`src/design/pmf_pkg.sv`:
```
// Shared constants and types of the power mode and pin float test block.
package pmf_pkg;

    // ========================================================================
    // Clock and timing
    // ========================================================================
    // Period of ref_clk_in in nanoseconds (20 MHz).
    localparam int PMF_CLK_NS = 50;
    // Least oscillator settling wait after powerdown exit, in nanoseconds.
    localparam int PMF_PD_MIN_NS = 1000;
    // Width of the settling wait counter.
    localparam int PMF_WAIT_W = 8;
    // Least settling wait in clock cycles, rounded up.
    localparam logic [PMF_WAIT_W-1:0] PMF_PD_MIN_CYC =
        PMF_WAIT_W'((PMF_PD_MIN_NS + PMF_CLK_NS - 1) / PMF_CLK_NS);

    // ========================================================================
    // Pin widths and reset values
    // ========================================================================
    // Width of the multiplexed address/data pins.
    localparam int PMF_AD_W = 16;
    // Number of synchronised pin inputs.
    localparam int PMF_SYNC_W = 4;
    // Bit positions of the synchronised pin inputs.
    localparam int PMF_SB_RIN_N = 0;
    localparam int PMF_SB_TSEL = 1;
    localparam int PMF_SB_HOLD = 2;
    localparam int PMF_SB_POWERDOWN_DELAY_TIMER_PIN = 3;
    // Synchroniser reset: reset pin seen active, test pin high, no hold.
    localparam logic [PMF_SYNC_W-1:0] PMF_SYNC_RST = 4'h2;

    // ========================================================================
    // Power modes
    // ========================================================================
    // Reported power mode.
    typedef enum logic [1:0] {
        PMF_MODE_ACTIVE,
        PMF_MODE_IDLE,
        PMF_MODE_POWERDOWN
    } pmf_mode_t;

    // Controller states; the wake state is still reported as powerdown.
    typedef enum logic [1:0] {
        PMF_ST_ACTIVE,
        PMF_ST_IDLE,
        PMF_ST_PDOWN,
        PMF_ST_WAKE
    } pmf_st_t;

endpackage : pmf_pkg

```
`src/design/pmf_sync3.sv`:
```
// Three flip-flop pin synchroniser with second and third stage agreement.
`timescale 1ns/1ps
`default_nettype none

module pmf_sync3 #(
    parameter int WIDTH = 1,
    parameter logic [WIDTH-1:0] RESET_VAL = '0
) (
    input wire logic ref_clk_in,             // System clock.
    input wire logic rst_in,                 // Synchronous reset, high.
    input wire logic [WIDTH-1:0] d_in,       // Asynchronous pin levels.
    output logic [WIDTH-1:0] q_out           // Filtered synchronous levels.
);

    // ========================================================================
    // State
    // ========================================================================
    typedef struct packed {
        logic [WIDTH-1:0] s1;
        logic [WIDTH-1:0] s2;
        logic [WIDTH-1:0] s3;
        logic [WIDTH-1:0] q;
    } pmf_sync_t;

    pmf_sync_t r;
    pmf_sync_t next_r;

    // Shift the chain; a bit changes only pin_float_test_mode stages two and three agree.
    always_comb begin
        next_r = r;
        next_r.s1 = d_in;
        next_r.s2 = r.s1;
        next_r.s3 = r.s2;
        next_r.q = (r.s2 & r.s3) | (r.q & (r.s2 | r.s3));
    end

    // Register the state; reset loads the given idle levels everywhere.
    always_ff @(posedge ref_clk_in) begin
        if (rst_in) begin
            r <= '{RESET_VAL, RESET_VAL, RESET_VAL, RESET_VAL};
        end else begin
            r <= next_r;
        end
    end

    assign q_out = r.q;

endmodule // pmf_sync3
`default_nettype wire

```
`src/design/pmf_power_ctrl.sv`:
```
// Power mode controller with pin float test mode and pin state control.
// Overview of operation
// [RQ1] Exactly one of three modes holds: active, idle or powerdown.
// [RQ2] Active mode leaves every unit clocked with no gating.
// [RQ3] Idle stops execution and bus unit clocks low; peripherals keep running.
// [RQ4] Powerdown stops every internal clock low and turns the oscillator off.
// [RQ5] Powerdown keeps all register contents unchanged until operation resumes.
// [RQ6] Board logic drives the test select pin low while reset is active.
// [RQ7] The test select pin is weakly pulled high during reset.
// [RQ8] Float test mode puts every output and bidirectional pin in high-Z.
// [RQ9] Pins follow their own rules in hold, reset, idle and powerdown.
// [RQ10] Address/data pins float pin_float_test_mode bus hold is acknowledged.
// [RQ11] Address/data pins float for as long as reset lasts.
// [RQ12] Powerdown holds address/data pins at their levels from its entry.
// [RQ13] Address/data inputs are sampled synchronously and level sensitive.
// [RQ14] Reset status output stays active while the reset input is active.
// [RQ15] After powerdown exit, wait on the delay timer pin before resuming.
// [RQ16] Sleep modes start on software request, end on interrupt or reset.
`timescale 1ns/1ps
`default_nettype none

module pmf_power_ctrl (
    input wire logic ref_clk_in,             // System clock, 20 MHz.
    input wire logic rst_in,                 // Synchronous reset, high.
    input wire logic reset_input_n_in,       // Reset pin, active low, async.
    input wire logic sleep_req_in,           // Software sleep request pulse.
    input wire logic sleep_pd_in,            // Sleep picks powerdown if high.
    input wire logic wake_irq_in,            // Enabled interrupt pending.
    input wire logic hold_req_in,            // Bus hold request pin, async.
    input wire logic [15:0] bus_ad_in,       // Bus unit address/data value.
    input wire logic bus_ad_drive_in,        // Bus unit wants to drive pins.
    input wire logic bus_a19_in,             // Bus unit top address bit.
    input wire logic [15:0] ad_in,           // Address/data pin levels.
    output logic [15:0] ad_out,              // Address/data pin drive value.
    output logic ad_oe_n_out,                // Address/data enable, low.
    output logic [15:0] ad_sample_out,       // Sampled address/data input.
    input wire logic test_select_pin_in,     // Test select pin level.
    output logic test_select_pin_out,        // Test select pin drive value.
    output logic test_select_pin_oe_n_out,   // Test select enable, low.
    output logic test_select_pull_out,       // Weak pull-up enable, high.
    input wire logic pd_timer_pin_in,        // Delay timer pin level.
    output logic pd_timer_pin_out,           // Delay timer pin drive value.
    output logic pd_timer_pin_oe_n_out,      // Delay timer enable, low.
    output logic reset_status_out,           // Reset status pin value.
    output logic reset_status_oe_n_out,      // Reset status enable, low.
    output logic hold_ack_out,               // Bus hold acknowledge.
    output logic float_all_out,              // Float every other device pin.
    output logic cpu_clk_en_out,             // Execution and bus clock run.
    output logic periph_clk_en_out,          // Peripheral clocks run.
    output logic osc_en_out,                 // Crystal oscillator enable.
    output var pmf_pkg::pmf_mode_t mode_out  // Present power mode.
);

    // ========================================================================
    // State
    // ========================================================================
    typedef struct packed {
        pmf_pkg::pmf_st_t st;
        logic reset_status;
        logic strap;
        logic float_mode;
        logic hold_ack;
        logic [15:0] ad;
        logic ad_oe_n;
        logic [15:0] ad_sample;
        logic a19;
        logic pd_drive;
        logic [pmf_pkg::PMF_WAIT_W-1:0] wait_cnt;
    } pmf_state_t;

    localparam pmf_state_t RST = '{
        st: pmf_pkg::PMF_ST_ACTIVE, reset_status: 1'h1, strap: 1'h1,
        float_mode: 1'h0, hold_ack: 1'h0, ad: 16'h0000, ad_oe_n: 1'h1,
        ad_sample: 16'h0000, a19: 1'h0, pd_drive: 1'h0, wait_cnt: 8'h00};

    pmf_state_t r;
    pmf_state_t next_r;
    logic [pmf_pkg::PMF_SYNC_W-1:0] sync_q;
    logic rin_q;
    logic tsel_q;
    logic hold_q;
    logic powerdown_delay_timer_pin_q;

    // ========================================================================
    // Pin synchronisers
    // ========================================================================
    // Reset, test select, hold and delay timer pins arrive asynchronously.
    pmf_sync3 #(
        .WIDTH(pmf_pkg::PMF_SYNC_W),
        .RESET_VAL(pmf_pkg::PMF_SYNC_RST)
    ) u_sync (
        .ref_clk_in(ref_clk_in),
        .rst_in(rst_in),
        .d_in({pd_timer_pin_in, hold_req_in, test_select_pin_in,
               reset_input_n_in}),
        .q_out(sync_q)
    );

    // Name the filtered pin levels.
    assign rin_q = sync_q[pmf_pkg::PMF_SB_RIN_N];
    assign tsel_q = sync_q[pmf_pkg::PMF_SB_TSEL];
    assign hold_q = sync_q[pmf_pkg::PMF_SB_HOLD];
    assign powerdown_delay_timer_pin_q = sync_q[pmf_pkg::PMF_SB_POWERDOWN_DELAY_TIMER_PIN];

    // ========================================================================
    // Next state
    // ========================================================================
    // Mode sequencing, strap capture and pin states in one pass.
    always_comb begin
        logic drive;
        logic asleep;
        drive = 1'h0;
        asleep = 1'h0;
        next_r = r;
        // [RQ14] Reset status tracking.
        next_r.reset_status = !rin_q;
        if (!rin_q) begin
            // [RQ6] Strap sampled during reset.
            next_r.strap = tsel_q;
            next_r.float_mode = 1'h0;
            // [RQ16] Reset ends any sleep mode.
            next_r.st = pmf_pkg::PMF_ST_ACTIVE;
            next_r.hold_ack = 1'h0;
            // [RQ11] Float during reset.
            next_r.ad_oe_n = 1'h1;
            next_r.pd_drive = 1'h0;
            next_r.wait_cnt = '0;
        end else begin
            // [RQ8] Float mode chosen at release.
            if (r.reset_status) begin
                next_r.float_mode = !r.strap;
            end
            unique case (r.st)
                pmf_pkg::PMF_ST_ACTIVE: begin
                    // [RQ16] Software sleep request.
                    if (sleep_req_in && !r.hold_ack) begin
                        next_r.st = sleep_pd_in ? pmf_pkg::PMF_ST_PDOWN :
                            pmf_pkg::PMF_ST_IDLE;
                    end
                end
                pmf_pkg::PMF_ST_IDLE: begin
                    // [RQ16] Interrupt wakes idle.
                    if (wake_irq_in) begin
                        next_r.st = pmf_pkg::PMF_ST_ACTIVE;
                    end
                end
                pmf_pkg::PMF_ST_PDOWN: begin
                    next_r.pd_drive = 1'h1;
                    next_r.wait_cnt = '0;
                    if (wake_irq_in) begin
                        next_r.st = pmf_pkg::PMF_ST_WAKE;
                    end
                end
                pmf_pkg::PMF_ST_WAKE: begin
                    // [RQ15] Settle on the timer pin.
                    next_r.pd_drive = 1'h0;
                    if (r.wait_cnt != '1) begin
                        next_r.wait_cnt = r.wait_cnt + 8'h01;
                    end
                    if (r.wait_cnt >= pmf_pkg::PMF_PD_MIN_CYC && !powerdown_delay_timer_pin_q) begin
                        next_r.st = pmf_pkg::PMF_ST_ACTIVE;
                    end
                end
            endcase
            asleep = (r.st == pmf_pkg::PMF_ST_PDOWN) ||
                (r.st == pmf_pkg::PMF_ST_WAKE);
            // [RQ9] Hold is granted outside powerdown only.
            next_r.hold_ack = hold_q && !asleep;
            // [RQ5] Registers held while asleep.
            // [RQ12] Pins keep their state while asleep.
            if (!asleep) begin
                // [RQ10] Hold floats the bus.
                drive = bus_ad_drive_in && !hold_q && !r.hold_ack &&
                    (r.st == pmf_pkg::PMF_ST_ACTIVE);
                next_r.ad_oe_n = !drive;
                next_r.a19 = bus_a19_in;
                if (drive) begin
                    next_r.ad = bus_ad_in;
                end
            end
            // [RQ8] Float test mode overrides all drive.
            if (next_r.float_mode) begin
                next_r.ad_oe_n = 1'h1;
            end
        end
        // [RQ13] Level sampling in the active state while pins act as inputs.
        if (r.ad_oe_n && r.st == pmf_pkg::PMF_ST_ACTIVE) begin
            next_r.ad_sample = ad_in;
        end
    end

    // Register the state; reset loads the idle values.
    always_ff @(posedge ref_clk_in) begin
        if (rst_in) begin
            r <= RST;
        end else begin
            r <= next_r;
        end
    end

    // ========================================================================
    // Outputs
    // ========================================================================
    // Address/data, test select and delay timer pin drivers.
    assign ad_out = r.ad;
    assign ad_oe_n_out = r.ad_oe_n;
    assign ad_sample_out = r.ad_sample;
    assign test_select_pin_out = r.a19;
    assign test_select_pin_oe_n_out = r.reset_status || r.float_mode ||
        r.hold_ack;
    // [RQ7] Weak pull-up during reset.
    assign test_select_pull_out = r.reset_status;
    assign pd_timer_pin_out = 1'h1;
    assign pd_timer_pin_oe_n_out = !r.pd_drive || r.float_mode;
    assign reset_status_out = r.reset_status;
    assign reset_status_oe_n_out = r.float_mode;
    assign hold_ack_out = r.hold_ack;
    assign float_all_out = r.float_mode;

    // Clock gating per mode; the oscillator restarts on wake.
    // [RQ2] Clock enables per mode.
    assign cpu_clk_en_out = (r.st == pmf_pkg::PMF_ST_ACTIVE);
    // [RQ3] Peripherals run in idle.
    assign periph_clk_en_out = (r.st == pmf_pkg::PMF_ST_ACTIVE) ||
        (r.st == pmf_pkg::PMF_ST_IDLE);
    // [RQ4] Oscillator off in powerdown.
    assign osc_en_out = (r.st != pmf_pkg::PMF_ST_PDOWN);

    // Reported mode; the settling wait still counts as powerdown.
    // [RQ1] One mode at a time.
    always_comb begin
        unique case (r.st)
            pmf_pkg::PMF_ST_ACTIVE: mode_out = pmf_pkg::PMF_MODE_ACTIVE;
            pmf_pkg::PMF_ST_IDLE: mode_out = pmf_pkg::PMF_MODE_IDLE;
            pmf_pkg::PMF_ST_PDOWN: mode_out = pmf_pkg::PMF_MODE_POWERDOWN;
            pmf_pkg::PMF_ST_WAKE: mode_out = pmf_pkg::PMF_MODE_POWERDOWN;
        endcase
    end
endmodule // pmf_power_ctrl
`default_nettype wire

```
`config.mk`:
```
export PLATFORM = sky130hd
export DESIGN_NAME = pmf_power_ctrl
export DESIGN_NICKNAME = d
export VERILOG_FILES = /design/src/design/pmf_pkg.sv /design/src/design/pmf_sync3.sv /design/src/design/pmf_power_ctrl.sv
export SDC_FILE = /design/constraint.sdc
export NUM_CORES = 1
export LEC_CHECK = 0
export BUFFER_PORTS_ARGS = -buffer_cell sky130_fd_sc_hd__buf_2
export CAP_MARGIN = 15
export CORE_ASPECT_RATIO = 0.5
export CORE_UTILIZATION = 47
export DETAILED_ROUTE_END_ITERATION = 16
export PLACE_DENSITY = 0.84
export SYNTH_ARGS = -nofsm -noshare
export SYNTH_HDL_FRONTEND = slang
export SYNTH_SLANG_ARGS = --single-unit
```
`constraint.sdc`:
```
create_clock -name ref_clk_in -period 1.7 [get_ports ref_clk_in]
set_clock_uncertainty 0.15 [all_clocks]
set_input_delay 0.425 -clock ref_clk_in [delete_from_list [all_inputs] [get_ports ref_clk_in]]
set_output_delay 0.425 -clock ref_clk_in [all_outputs]
set_load 0.05 [all_outputs]
```
# After elaboration in Yosys (flattened, before gate mapping)
# Index checks and enable logic that the tools add are counted.
[totals]
reg_bits = 65
in_bits = 43
out_inout_bits = 47
[classes]
addsub = 1
n_lt_le_gt_ge = 1
n_eq_ne = 10
n_mux = 11
bitwise_logic = 6
n_reduce_logical = 29
[ops]
columns = ["op", "count"]
rows = [
  ["$pmux 9 s2", 1],
  ["$mux 2", 5],
  ["$ne 2x2->1 const B", 5],
  ["$add 8x1->8 const B", 1],
  ["$and 4x4->4", 2],
  ["$ge 8x5->1 const B", 1],
  ["$logic_not 1->1", 8],
  ["$mux 8", 1],
  ["$ne 8x8->1 const B", 1],
  ["$or 4x4->4", 2],
  ["$pmux 2 s4", 1],
  ["$logic_and 1x1->1", 7],
  ["$pmux 2 s3", 1],
  ["$logic_or 1x1->1", 5],
  ["$eq 2x2->1 const B", 2],
  ["$reduce_and 2->1", 2],
  ["$reduce_and 4->1", 1],
  ["$reduce_or 2->1", 2],
  ["$reduce_and 3->1", 1],
  ["$reduce_or 3->1", 1],
  ["$eq 2x1->1 const B", 1],
  ["$logic_not 2->1", 1],
  ["$mux 1", 2],
  ["$ne 2x1->1 const B", 1],
  ["other kinds (2)", 3],
]

# Depth between registers and ports, before layout
# Gate-level depths: netlist of the first run.
[depth]
ltp_word = 5
ltp_mapped = 6
depth_no_buf = 4

# Cells and area by module
# From an unflattened synthesis of the first run, not the netlist that was laid out.
[hier_totals]
cells_unflattened = 321
hier_area_um2 = 2981.6
[modules_own_cells]
columns = ["module", "instances", "cells_per_inst", "area_each_um2", "seq_area_each_um2"]
rows = [
  ["pmf_power_ctrl", 1, 276, 2479.9, 980.9],
  ["pmf_sync3", 1, 45, 501.7, 320.3],
]

# Worst setup path before layout of the first run
# No wires, ideal clock.
[synth_path]
path_kind = "reg2reg"
start = "register r[48] (netlist bit)"
end = "register r, in the netlist ad_out[10]"
arrival_time_ns = 1.816
required_time_ns = 1.478
slack_ns = -0.338
path_stages_with_launch = 7
path_buffers = 3
period_less_slack_ns = 2.038
path_cell_list = "dfxtp_1 -> buf_6 -> nor2_1 -> and3_1 -> buf_6 -> buf_8 -> mux2i_1"
[synth_between]
word_cells_on_any_way = 7
[synth_rtl]
columns = ["element", "line", "source"]
rows = [
  ["from (decl)", "pmf_power_ctrl.sv:76", "pmf_state_t r;"],
  ["from (signal assigned)", "pmf_power_ctrl.sv:197", "r <= next_r;"],
  ["$logic_not 2->1", "-", ""],
  ["net cpu_clk_en_out", "pmf_power_ctrl.sv:48", "output logic cpu_clk_en_out,"],
  ["$logic_and 1x1->1", "pmf_power_ctrl.sv:173", "drive = bus_ad_drive_in && !hold_q && !r.hold_ack &&"],
  ["$reduce_and 3->1 (no source line)", "-", ""],
]
# The timed path passes the listed nets, and every way through them passes these cells.
# A chain may end at the register's enable or synchronous reset.

# Worst setup path in the final report of the first run
[layout_path]
start = "register r, in the netlist reset_status_out"
end = "output port test_select_pin_oe_n_out"
[layout_between]
elab_chain_cells = 2
[layout_rtl]
columns = ["element", "line", "source"]
rows = [
  ["$logic_or 1x1->1 (2 in series)", "pmf_power_ctrl.sv:209", "assign test_select_pin_oe_n_out = r.reset_status || r.float_mode ||"],
  ["to (decl)", "pmf_power_ctrl.sv:39", "output logic test_select_pin_oe_n_out,"],
]
# No other way between the ends.

==> metrics, run 1 <==
Final Hold Viols=0; layout cells sized above 1=0.357; asr flop ratio synth=0; Synth Area in XOR/XNOR=0; Worst-Margin Slew=538 ps; multiplexer share of the synthesized area=0.0727; RePlAce Congestion=0.795; IO buf count=88; largest net degree at the start of global routing=50; Initial Utilization=0.510; Switch Pwr=0.766 mW; Internal=between 2 and 3 mW; run status=finished with violations; first-pass GRT wire length=slightly above 9 mm; Syn Area/Cell=~9.1 um2; Worst Path Required=roughly 1100 ps; Pre-Repair DR Iteration Count=4; crit path cell chain=or3_1 > buf_6; Max Cap Viol=0; top cell type's share of synthesized area=0.448; fraction of power spent switching nets=0.218; Power, Total=3.51 mW; distinct cell type count after synthesis=41; vias in the first global route=2096; # DRC=0; Worst-Skew Late Latency=between 300 and 400 ps; startpoint types=flop; initial antenna violation count=0; ranking of synthesized cells by area=dfxtp_1 (45%), buf_4 (9.3%), nand2b_1 (7.3%), mux2i_1 (6.9%), nand2_1 (5.8%); post-synthesis sequential area ratio=0.448; Max-slew headroom=0.641; register bit total from synthesis=65; # IOs=90; initial DRC count=between 80 and 90; HPWL after DPL=around 3.7 mm; Clock Power Share=0.486; RSZ-0062 raised after global routing=yes; Reg clk slew, reported paths=around 50 ps; Die Ht=57.6 um; final worst slack=-50.4 ps; Flop pwr share=0.448; Vias=between 2000 and 2500; Synth Warn #=0; part of the power in combinational logic=0.066; # rows=19; delay of the slowest cell on the worst path=approximately 380 ps; maximum clock rate=571 MHz; area grow syn2layout=22.1%; Setup WS pre-CTS=117 ps; commonest non-fill, non-tap cell in the layout=buf_2; Inserted Diodes=0; Top FF cell, synth=dfxtp_1; Post-Syn Area=between 2000 and 3000 um2; area used by multi-input combinational logic=between 1000 and 1500 um2; Setup-failing EPs final=1; Cell Pwr Density=between 900 and 1000 nW/um2; Adder-Cell Fraction of Synth Area=0.00861; fin crit period=1750 ps; clk buf depth=2; gr usage total=0.179; Max Slew Vio Count=0; Reg area=approximately 1300 um2; Arr. time, crit path=between 1000 and 1500 ps; CTS Buf Count=9; clk root buf=clkbuf_16; Compound-Gate Fraction of Synth Area=0.0960; core area=between 5000 and 6000 um2; grt ovf=0; fin util=0.622; Synth area leader=dfxtp_1; Critical Path Slowest Stage Cell=or3_1; Mapped Nets=365; crit share post-route=1.03; Sink Count=65; Fill cells=463; Die X=around 110 um; # H-tree levels=3; kind of critical path=flop to primary output; worst IR drop on VDD=between 0.0005 and 0.0006 V; die area=approximately 6500 um2; final wirelength=between 5 and 6 mm; failing checks=negative setup slack; CP Capture Type=primary output; largest family of logic cells by synthesized area=simple AND/OR/NAND/NOR gates; Vias/cell=approximately 4.9; hold slack=136 ps; TritonCTS clock tree=yes; DRT antenna net count=0; Synth Area in Simple Gates=0.235; Static Leak=approximately 1.5 nW; Synth Instances=320; Post-synth EDFFs=0; maximum fanout along the worst path=2; Avg WL per Cell=approximately 12 um; most frequent cells in the layout=buf_2 (83), dfxtp_1 (60), nand2_1 (45); hold_buf cts=0; Worst Hold Class=input port to flop; Final #Nets=around 430
[power by group through the flow]
stage	Sequential, mW	Clock (mW)	Combinational [mW]
6_report	1.57	1.70	0.232
5_1_grt	1.57	1.81	0.249
4_1_cts	1.57	1.73	0.234
3_5_place_dp	1.60	0	0.232
3_3_place_gp	1.60	0	0.229
2_1_floorplan	1.60	0	0.180
[final cells by class]
cell class / count / share of cell area
Sequential cell: 65 / 0.369
Tap cell: 73 / 0.0257
Timing Repair Buffer: 106 / 0.177
Inverter: 6 / 0.00634
Clock inverter: 2 / 0.00352
Multi-Input combinational cell: 195 / 0.342
Clock buffer: 13 / 0.0761
[worst paths after layout]
kind	start	to	slack, ps	cells past startpoint
min	test_select_pin_in	u_sync.next_r[9]	140	2
max	reset_status_out	test_select_pin_oe_n_out	-50	2
max reg2reg	r[48]	ad_sample_out[13]	100	4
min reg2reg	u_sync.next_r[9]	u_sync.next_r[5]	260	1
[sequential cells by signal (all words and copies together) (netlist names)]
| signal | flops |
|---|---|
| ad_out | 16 |
| ad_sample_out | 16 |
| r | 12 |
| u_sync.next_r | 8 |
| u_sync.q_out | 4 |
| u_sync.r | 4 |
| ad_oe_n_out | 1 |
| float_all_out | 1 |
| hold_ack_out | 1 |
| reset_status_out | 1 |
| test_select_pin_out | 1 |
[critical path: cells and delay by family (launching register included)]
kind                   cells  cell delay, ps
buffers and inverters      1             160
AND/OR/NAND/NOR            1             380
flip-flops                 1             320
[cell usage after synthesis (5+ instances only)]
cell,count
nand2b_1,34
dfxtp_1,65
a21oi_1,23
mux2i_1,20
nor2b_1,13
nand2_1,45
nor2_1,7
a211oi_1,5
buf_2,7
buf_4,36
inv_1,5
clkbuf_1,6
[stage by stage]
stage / area (um2) / TNS [ps] / cells
after global routing: 3550 / -82.6 / 460
final: 3550 / -50.4 / 460
after global placement: 3200 / 0 / 441
after CTS: 3540 / -54.7 / 460
after floorplan: 2920 / 0 / 320
after detailed placement: 3200 / 0 / 441
[kinds of logic after synthesis]
family / after synthesis
fa+ha+maj: 2
other cells: 1
buf+inv: 60
compound gates: 45
simple gates: 126
mux: 21
flops: 65
[layer usage]
layer,GRT usage,share of wire,vias up
met3,0.0586,0.039,11
met1,0.208,0.46,1018
li1,-,-,1149
met5,0,0,-
met2,0.311,0.49,57
met4,0.0714,0.013,0
[what timing repair did]
| action | CTS | global route |
|---|---|---|
| buffers inserted | 4 | 0 |
| endpoints found under the hold margin | 0 | 0 |
| pin swaps | 1 | 0 |
| resized for setup | 12 | 3 |
| endpoints found under the setup margin | 6 | 6 |
No activity file was read; power rests on OpenSTA's default activity.
==> run 2, diff against run 1 <==
--- a/config.mk
+++ b/config.mk
@@ -7,10 +7,12 @@
 export LEC_CHECK = 0
 export BUFFER_PORTS_ARGS = -buffer_cell sky130_fd_sc_hd__buf_2
 export CAP_MARGIN = 15
+export CELL_PAD_IN_SITES_DETAIL_PLACEMENT = 1
+export CELL_PAD_IN_SITES_GLOBAL_PLACEMENT = 1
 export CORE_ASPECT_RATIO = 0.5
-export CORE_UTILIZATION = 47
+export CORE_UTILIZATION = 37
 export DETAILED_ROUTE_END_ITERATION = 16
-export PLACE_DENSITY = 0.84
+export PLACE_DENSITY = 0.88
 export SYNTH_ARGS = -nofsm -noshare
 export SYNTH_HDL_FRONTEND = slang
 export SYNTH_SLANG_ARGS = --single-unit
==> metrics, run 2 (synthesis results as in run 1) <==
RePlAce Congestion=0.751 (-5.6%); # rows=22 (+3); RSZ-0062 raised after global routing=yes; CTS Buf Count=9 (unchanged); CP Capture Type=primary output; Sink Count=65 (unchanged); Setup-failing EPs final=1 (unchanged); Top Family by Delay on Critical Path=simple AND/OR/NAND/NOR gates; Vias=2388 (+6.8%); clk buf depth=2 (unchanged); Final #Nets=427 (-0.23%); area used by multi-input combinational logic=1230 um2 (+1.2%); Fill cells=862 (+86%); Finished Layout Cells=495 (+7.6%); final worst slack=-100 ps (-49.6 ps); maximum fanout along the worst path=4 (+2); crit share post-route=1.06 (+0.0292); clk root buf=clkbuf_16; IO buf count=88 (unchanged); Worst Path Required=1120 ps (about the same); crit path cell chain=or3_4 > buf_6; layout cells sized above 1=0.354 (-0.00258); # H-tree levels=3 (unchanged); DRT antenna net count=0 (unchanged); Cell Pwr Density=1000 nW/um2 (+1.4%); largest net degree at the start of global routing=35 (-30%); # IOs=90 (unchanged); Arr. time, crit path=1230 ps (+50 ps); grt ovf=0 (unchanged); initial DRC count=76 (-14%); core area=7460 um2 (+31%); Final Hold Viols=0 (unchanged); Crit. Startpoint=hold_ack_out; failing checks=negative setup slack; Initial Utilization=0.390 (-0.120); Critical Path Slowest Stage Cell=or3_4; TritonCTS clock tree=yes; Die X=127 um (+12%); first-pass GRT wire length=11.7 mm (+29%); fin crit period=1800 ps (+49.6 ps); Avg WL per Cell=15.1 um (+26%); worst IR drop on VDD=0.000520 V (+1.6%); hold slack=125 ps (-11.0 ps); most frequent cells in the layout=buf_2 (82), dfxtp_1 (62), nand2_1 (45); Worst R2R Start=r[47]; startpoint types=flop; gr usage total=0.188 (+0.00924); Setup WS pre-CTS=98.1 ps (-19.3 ps); die area=8240 um2 (+26%); initial antenna violation count=0 (unchanged); Vias/cell=4.82 (-0.71%); Static Leak=1.56 nW (+0.88%); run status=finished with violations; maximum clock rate=556 MHz (-2.8%); Setup TNS=-100 ps (-49.6 ps); Worst Hold Class=input port to flop; hold path start=test_select_pin_in; Inserted Diodes=0 (unchanged); Die Ht=64.7 um (+12%); # DRC=0 (unchanged); Max Slew Vio Count=0 (unchanged); Pre-Repair DR Iteration Count=4 (unchanged); vias in the first global route=2445 (+17%); worst path bufs/invs=1 (unchanged); Reg area=1310 um2 (unchanged); commonest non-fill, non-tap cell in the layout=buf_2; HPWL after DPL=4.70 mm (+25%); placed cell count=474 (+7.5%); Worst-Skew Late Latency=330 ps (about the same); delay of the slowest cell on the worst path=390 ps (about the same); Max Cap Viol=0 (unchanged); fin util=0.488 (-0.134); Reg clk slew, reported paths=60 ps (about the same); kind of critical path=flop to primary output; area grow syn2layout=25.3%; final wirelength=7.48 mm (+35%)
[run 2: metrics by stage]
step	total power, mW	cell area [um2]
floorplan	1.78	2920
global placement	1.83	3240
detailed placement	1.84	3240
CTS	3.70	3610
global route	3.79	3640
finish	3.65	3640
[run 2: layer usage]
layer	wire length, um	track usage	vias to the layer above
met4	194	0.0610	0
met2	3700	0.327	71
met5	0	0	-
met1	3170	0.210	1150
met3	407	0.0776	18
li1	-	-	1149
[run 2: cell type report]
type | count | area share
clock buffers | 12 | 0.0677
multi-input cells | 195 | 0.338
clock inverters | 4 | 0.0141
flip-flops and latches | 65 | 0.360
well taps | 108 | 0.0371
inverters | 6 | 0.00618
repair buffers | 105 | 0.178
[run 2: worst register-to-register path: cells and delay by family, from the launching register on]
family          cells  cell delay, ps
flops               1             360
compound gates      1              80
simple gates        2             500
buf+inv             3             460
[run 2: what timing repair did]
action,4_1_cts,5_1_grt
pin swaps,0,1
buffers inserted,3,3
resized for setup,15,6
hold buffers,0,0
setup endpoints to repair,6,6
[run 2: report_power, final]
part / switching, mW / internal [mW]
Combinational: 0.145 / 0.0897
Sequential: 0.0160 / 1.55
Clock: 0.665 / 1.18
[run 2: final timing paths]
kind | endpoint | slack [ps] | depth (start not counted)
min | u_sync.next_r[9] | 130 | 2
max | test_select_pin_oe_n_out | -100 | 2
max reg2reg | ad_sample_out[2] | 30 | 6
min reg2reg | u_sync.next_r[5] | 280 | 1
==> run 3, diff against run 2 <==
--- a/config.mk
+++ b/config.mk
@@ -8,11 +8,11 @@
 export BUFFER_PORTS_ARGS = -buffer_cell sky130_fd_sc_hd__buf_2
 export CAP_MARGIN = 15
 export CELL_PAD_IN_SITES_DETAIL_PLACEMENT = 1
-export CELL_PAD_IN_SITES_GLOBAL_PLACEMENT = 1
+export CELL_PAD_IN_SITES_GLOBAL_PLACEMENT = 2
 export CORE_ASPECT_RATIO = 0.5
-export CORE_UTILIZATION = 37
+export CORE_UTILIZATION = 25
 export DETAILED_ROUTE_END_ITERATION = 16
-export PLACE_DENSITY = 0.88
+export PLACE_DENSITY_LB_ADDON = 0.1
 export SYNTH_ARGS = -nofsm -noshare
 export SYNTH_HDL_FRONTEND = slang
 export SYNTH_SLANG_ARGS = --single-unit
==> metrics, run 3 (synthesis results as in run 1) <==
delay of the slowest cell on the worst path=380 ps (about the same); hold_buf cts=0 (unchanged); CTS Buf Count=9 (unchanged); failing checks=negative setup slack; IO buf count=88 (unchanged); final worst slack=-62.5 ps (+37.5 ps); Max-slew headroom=0.564; Reg area=1310 um2 (about the same); Static Leak=1.60 nW (+2.7%); Max Slew Vio Count=0 (unchanged); Max Cap Viol=0 (unchanged); Worst Path Required=1120 ps (about the same); TritonCTS clock tree=yes; Final Hold Viols=0 (unchanged); Fill cells=1308 (+52%); area used by multi-input combinational logic=1230 um2 (+0.30%); Critical Path Slowest Stage Cell=or3_1; # DRC=0 (unchanged); startpoint types=flop; HPWL after DPL=5.09 mm (+8.3%); Internal=3.00 mW (+6.3%); Switch Pwr=0.822 mW (-0.47%); largest net degree at the start of global routing=33 (-5.7%); Cell Pwr Density=1020 nW/um2 (+1.4%); grt ovf=0 (unchanged); # IOs=90 (unchanged); Vias/cell=4.27 (-12%); maximum fanout along the worst path=3 (-1); Setup crit end=test_select_pin_oe_n_out; Die X=155 um (+21%); kind of critical path=flop to primary output; Pre-Repair DR Iteration Count=4 (unchanged); reg2reg end=r[1]; RSZ-0062 raised after global routing=yes; Reg2Reg Setup Slack=120 ps (+90 ps); Vias=2284 (-4.4%); initial antenna violation count=0 (unchanged); fin crit period=1760 ps (-37.5 ps); clk buf depth=2 (unchanged); initial DRC count=41 (-46%); fraction of power spent switching nets=0.215 (-0.0114); Worst Hold Class=input port to flop; die area=12100 um2 (+47%); most frequent cells in the layout=buf_2 (81), dfxtp_1 (61), nand2_1 (45); Reg clk slew, reported paths=60 ps (about the same); part of the power in combinational logic=0.061 (-0.003); Setup-failing EPs final=1 (unchanged); core area=11100 um2 (+49%); # H-tree levels=3 (unchanged); Power, Total=3.82 mW (+4.8%); layout cells sized above 1=0.364 (+0.0101); Setup TNS=-62.5 ps (+37.5 ps); vias in the first global route=2357 (-3.6%); Die Ht=78.3 um (+21%); Worst-Margin Slew=about 650 ps; crit path cell chain=or3_1 > buf_6; crit share post-route=1.04 (-0.0221); Inserted Diodes=0 (unchanged); Clock Power Share=0.529 (+0.024); gr usage total=0.122 (-0.0656); Worst R2R Start=r[0]; Final #Nets=431 (+0.94%); Worst-Skew Late Latency=330 ps (about the same); hold path start=test_select_pin_in; Crit. Startpoint=hold_ack_out; Flop pwr share=0.410 (-0.021); first-pass GRT wire length=11.3 mm (-3.4%); clk root buf=clkbuf_16; # rows=27 (+23%); Avg WL per Cell=12.9 um (-15%); CP Capture Type=primary output; worst IR drop on VDD=0.000364 V (-30%); DRT antenna net count=0 (unchanged); Arr. time, crit path=1190 ps (-40 ps); Sink Count=65 (unchanged); R2R cell count=4 (-2); final wirelength=6.88 mm (-8.0%); Initial Utilization=0.261 (-0.129); area grow syn2layout=29.4%; run status=finished with violations; maximum clock rate=567 MHz (+2.1%); hold slack=132 ps (+7.03 ps); RePlAce Congestion=0.734 (-2.2%); commonest non-fill, non-tap cell in the layout=buf_2
-- run 3: cell count changes in the layout (fill, tap and decap cells not counted), sizes merged --
cell    change
clkbuf      -2
inv         -1
bufinv      +1
buf         +5
-- run 3: layout make-up --
type,count,area share
Clock buffer,11,0.0672
Clock inverter,4,0.0203
Inverter,6,0.00598
Multi-Input combinational cell,195,0.328
Sequential cell,65,0.348
Tap cell,145,0.0482
Timing Repair Buffer,109,0.182
-- run 3: worst min path at each step --
stage	end	slack [ps]	depth (start not counted)
2_1_floorplan	u_sync.next_r[5]	240	1
3_3_place_gp	u_sync.next_r[5]	250	1
3_5_place_dp	u_sync.next_r[5]	260	1
4_1_cts	u_sync.next_r[9]	120	2
5_1_grt	u_sync.next_r[9]	130	2
6_report	u_sync.next_r[9]	130	2
-- run 3: per-layer routing --
layer  part of all wire  up-vias  track usage
met4              0.016        0       0.0485
met5                  0        -            0
li1                   -     1156            -
met3              0.046       13       0.0480
met2               0.49       46        0.207
met1               0.45     1069        0.139
-- run 3: worst max-delay path: cells and delay by family, from the launching register on --
kind                   cells  cell delay (ps)
buffers and inverters      1              160
flip-flops                 1              320
AND/OR/NAND/NOR            1              380
-- run 3: power by group through the flow --
stage	logic, mW	clock network [mW]	registers [mW]
floorplan	0.180	0	1.60
global placement	0.231	0	1.60
detailed placement	0.237	0	1.61
CTS	0.237	2.09	1.57
global route	0.254	2.15	1.57
finish	0.233	2.02	1.57
-- run 3: per-stage QoR --
step / setup slack [ps] / instances / area, um2 / utilization
after floorplan: 2.19 / 320 / 2920 / -
after global placement: -48.4 / 515 / 3310 / 0.297
after detailed placement: -84.2 / 515 / 3310 / 0.297
after CTS: -80.0 / 533 / 3730 / 0.335
after global routing: -96.6 / 535 / 3760 / 0.338
final: -62.5 / 535 / 3760 / 0.338
-- run 3: repair_timing --
item	CTS	global route
pin swaps	1	1
gates cloned	0	0
endpoints found under the setup margin	22	6
setup buffers	3	2
gates resized for setup	24	5
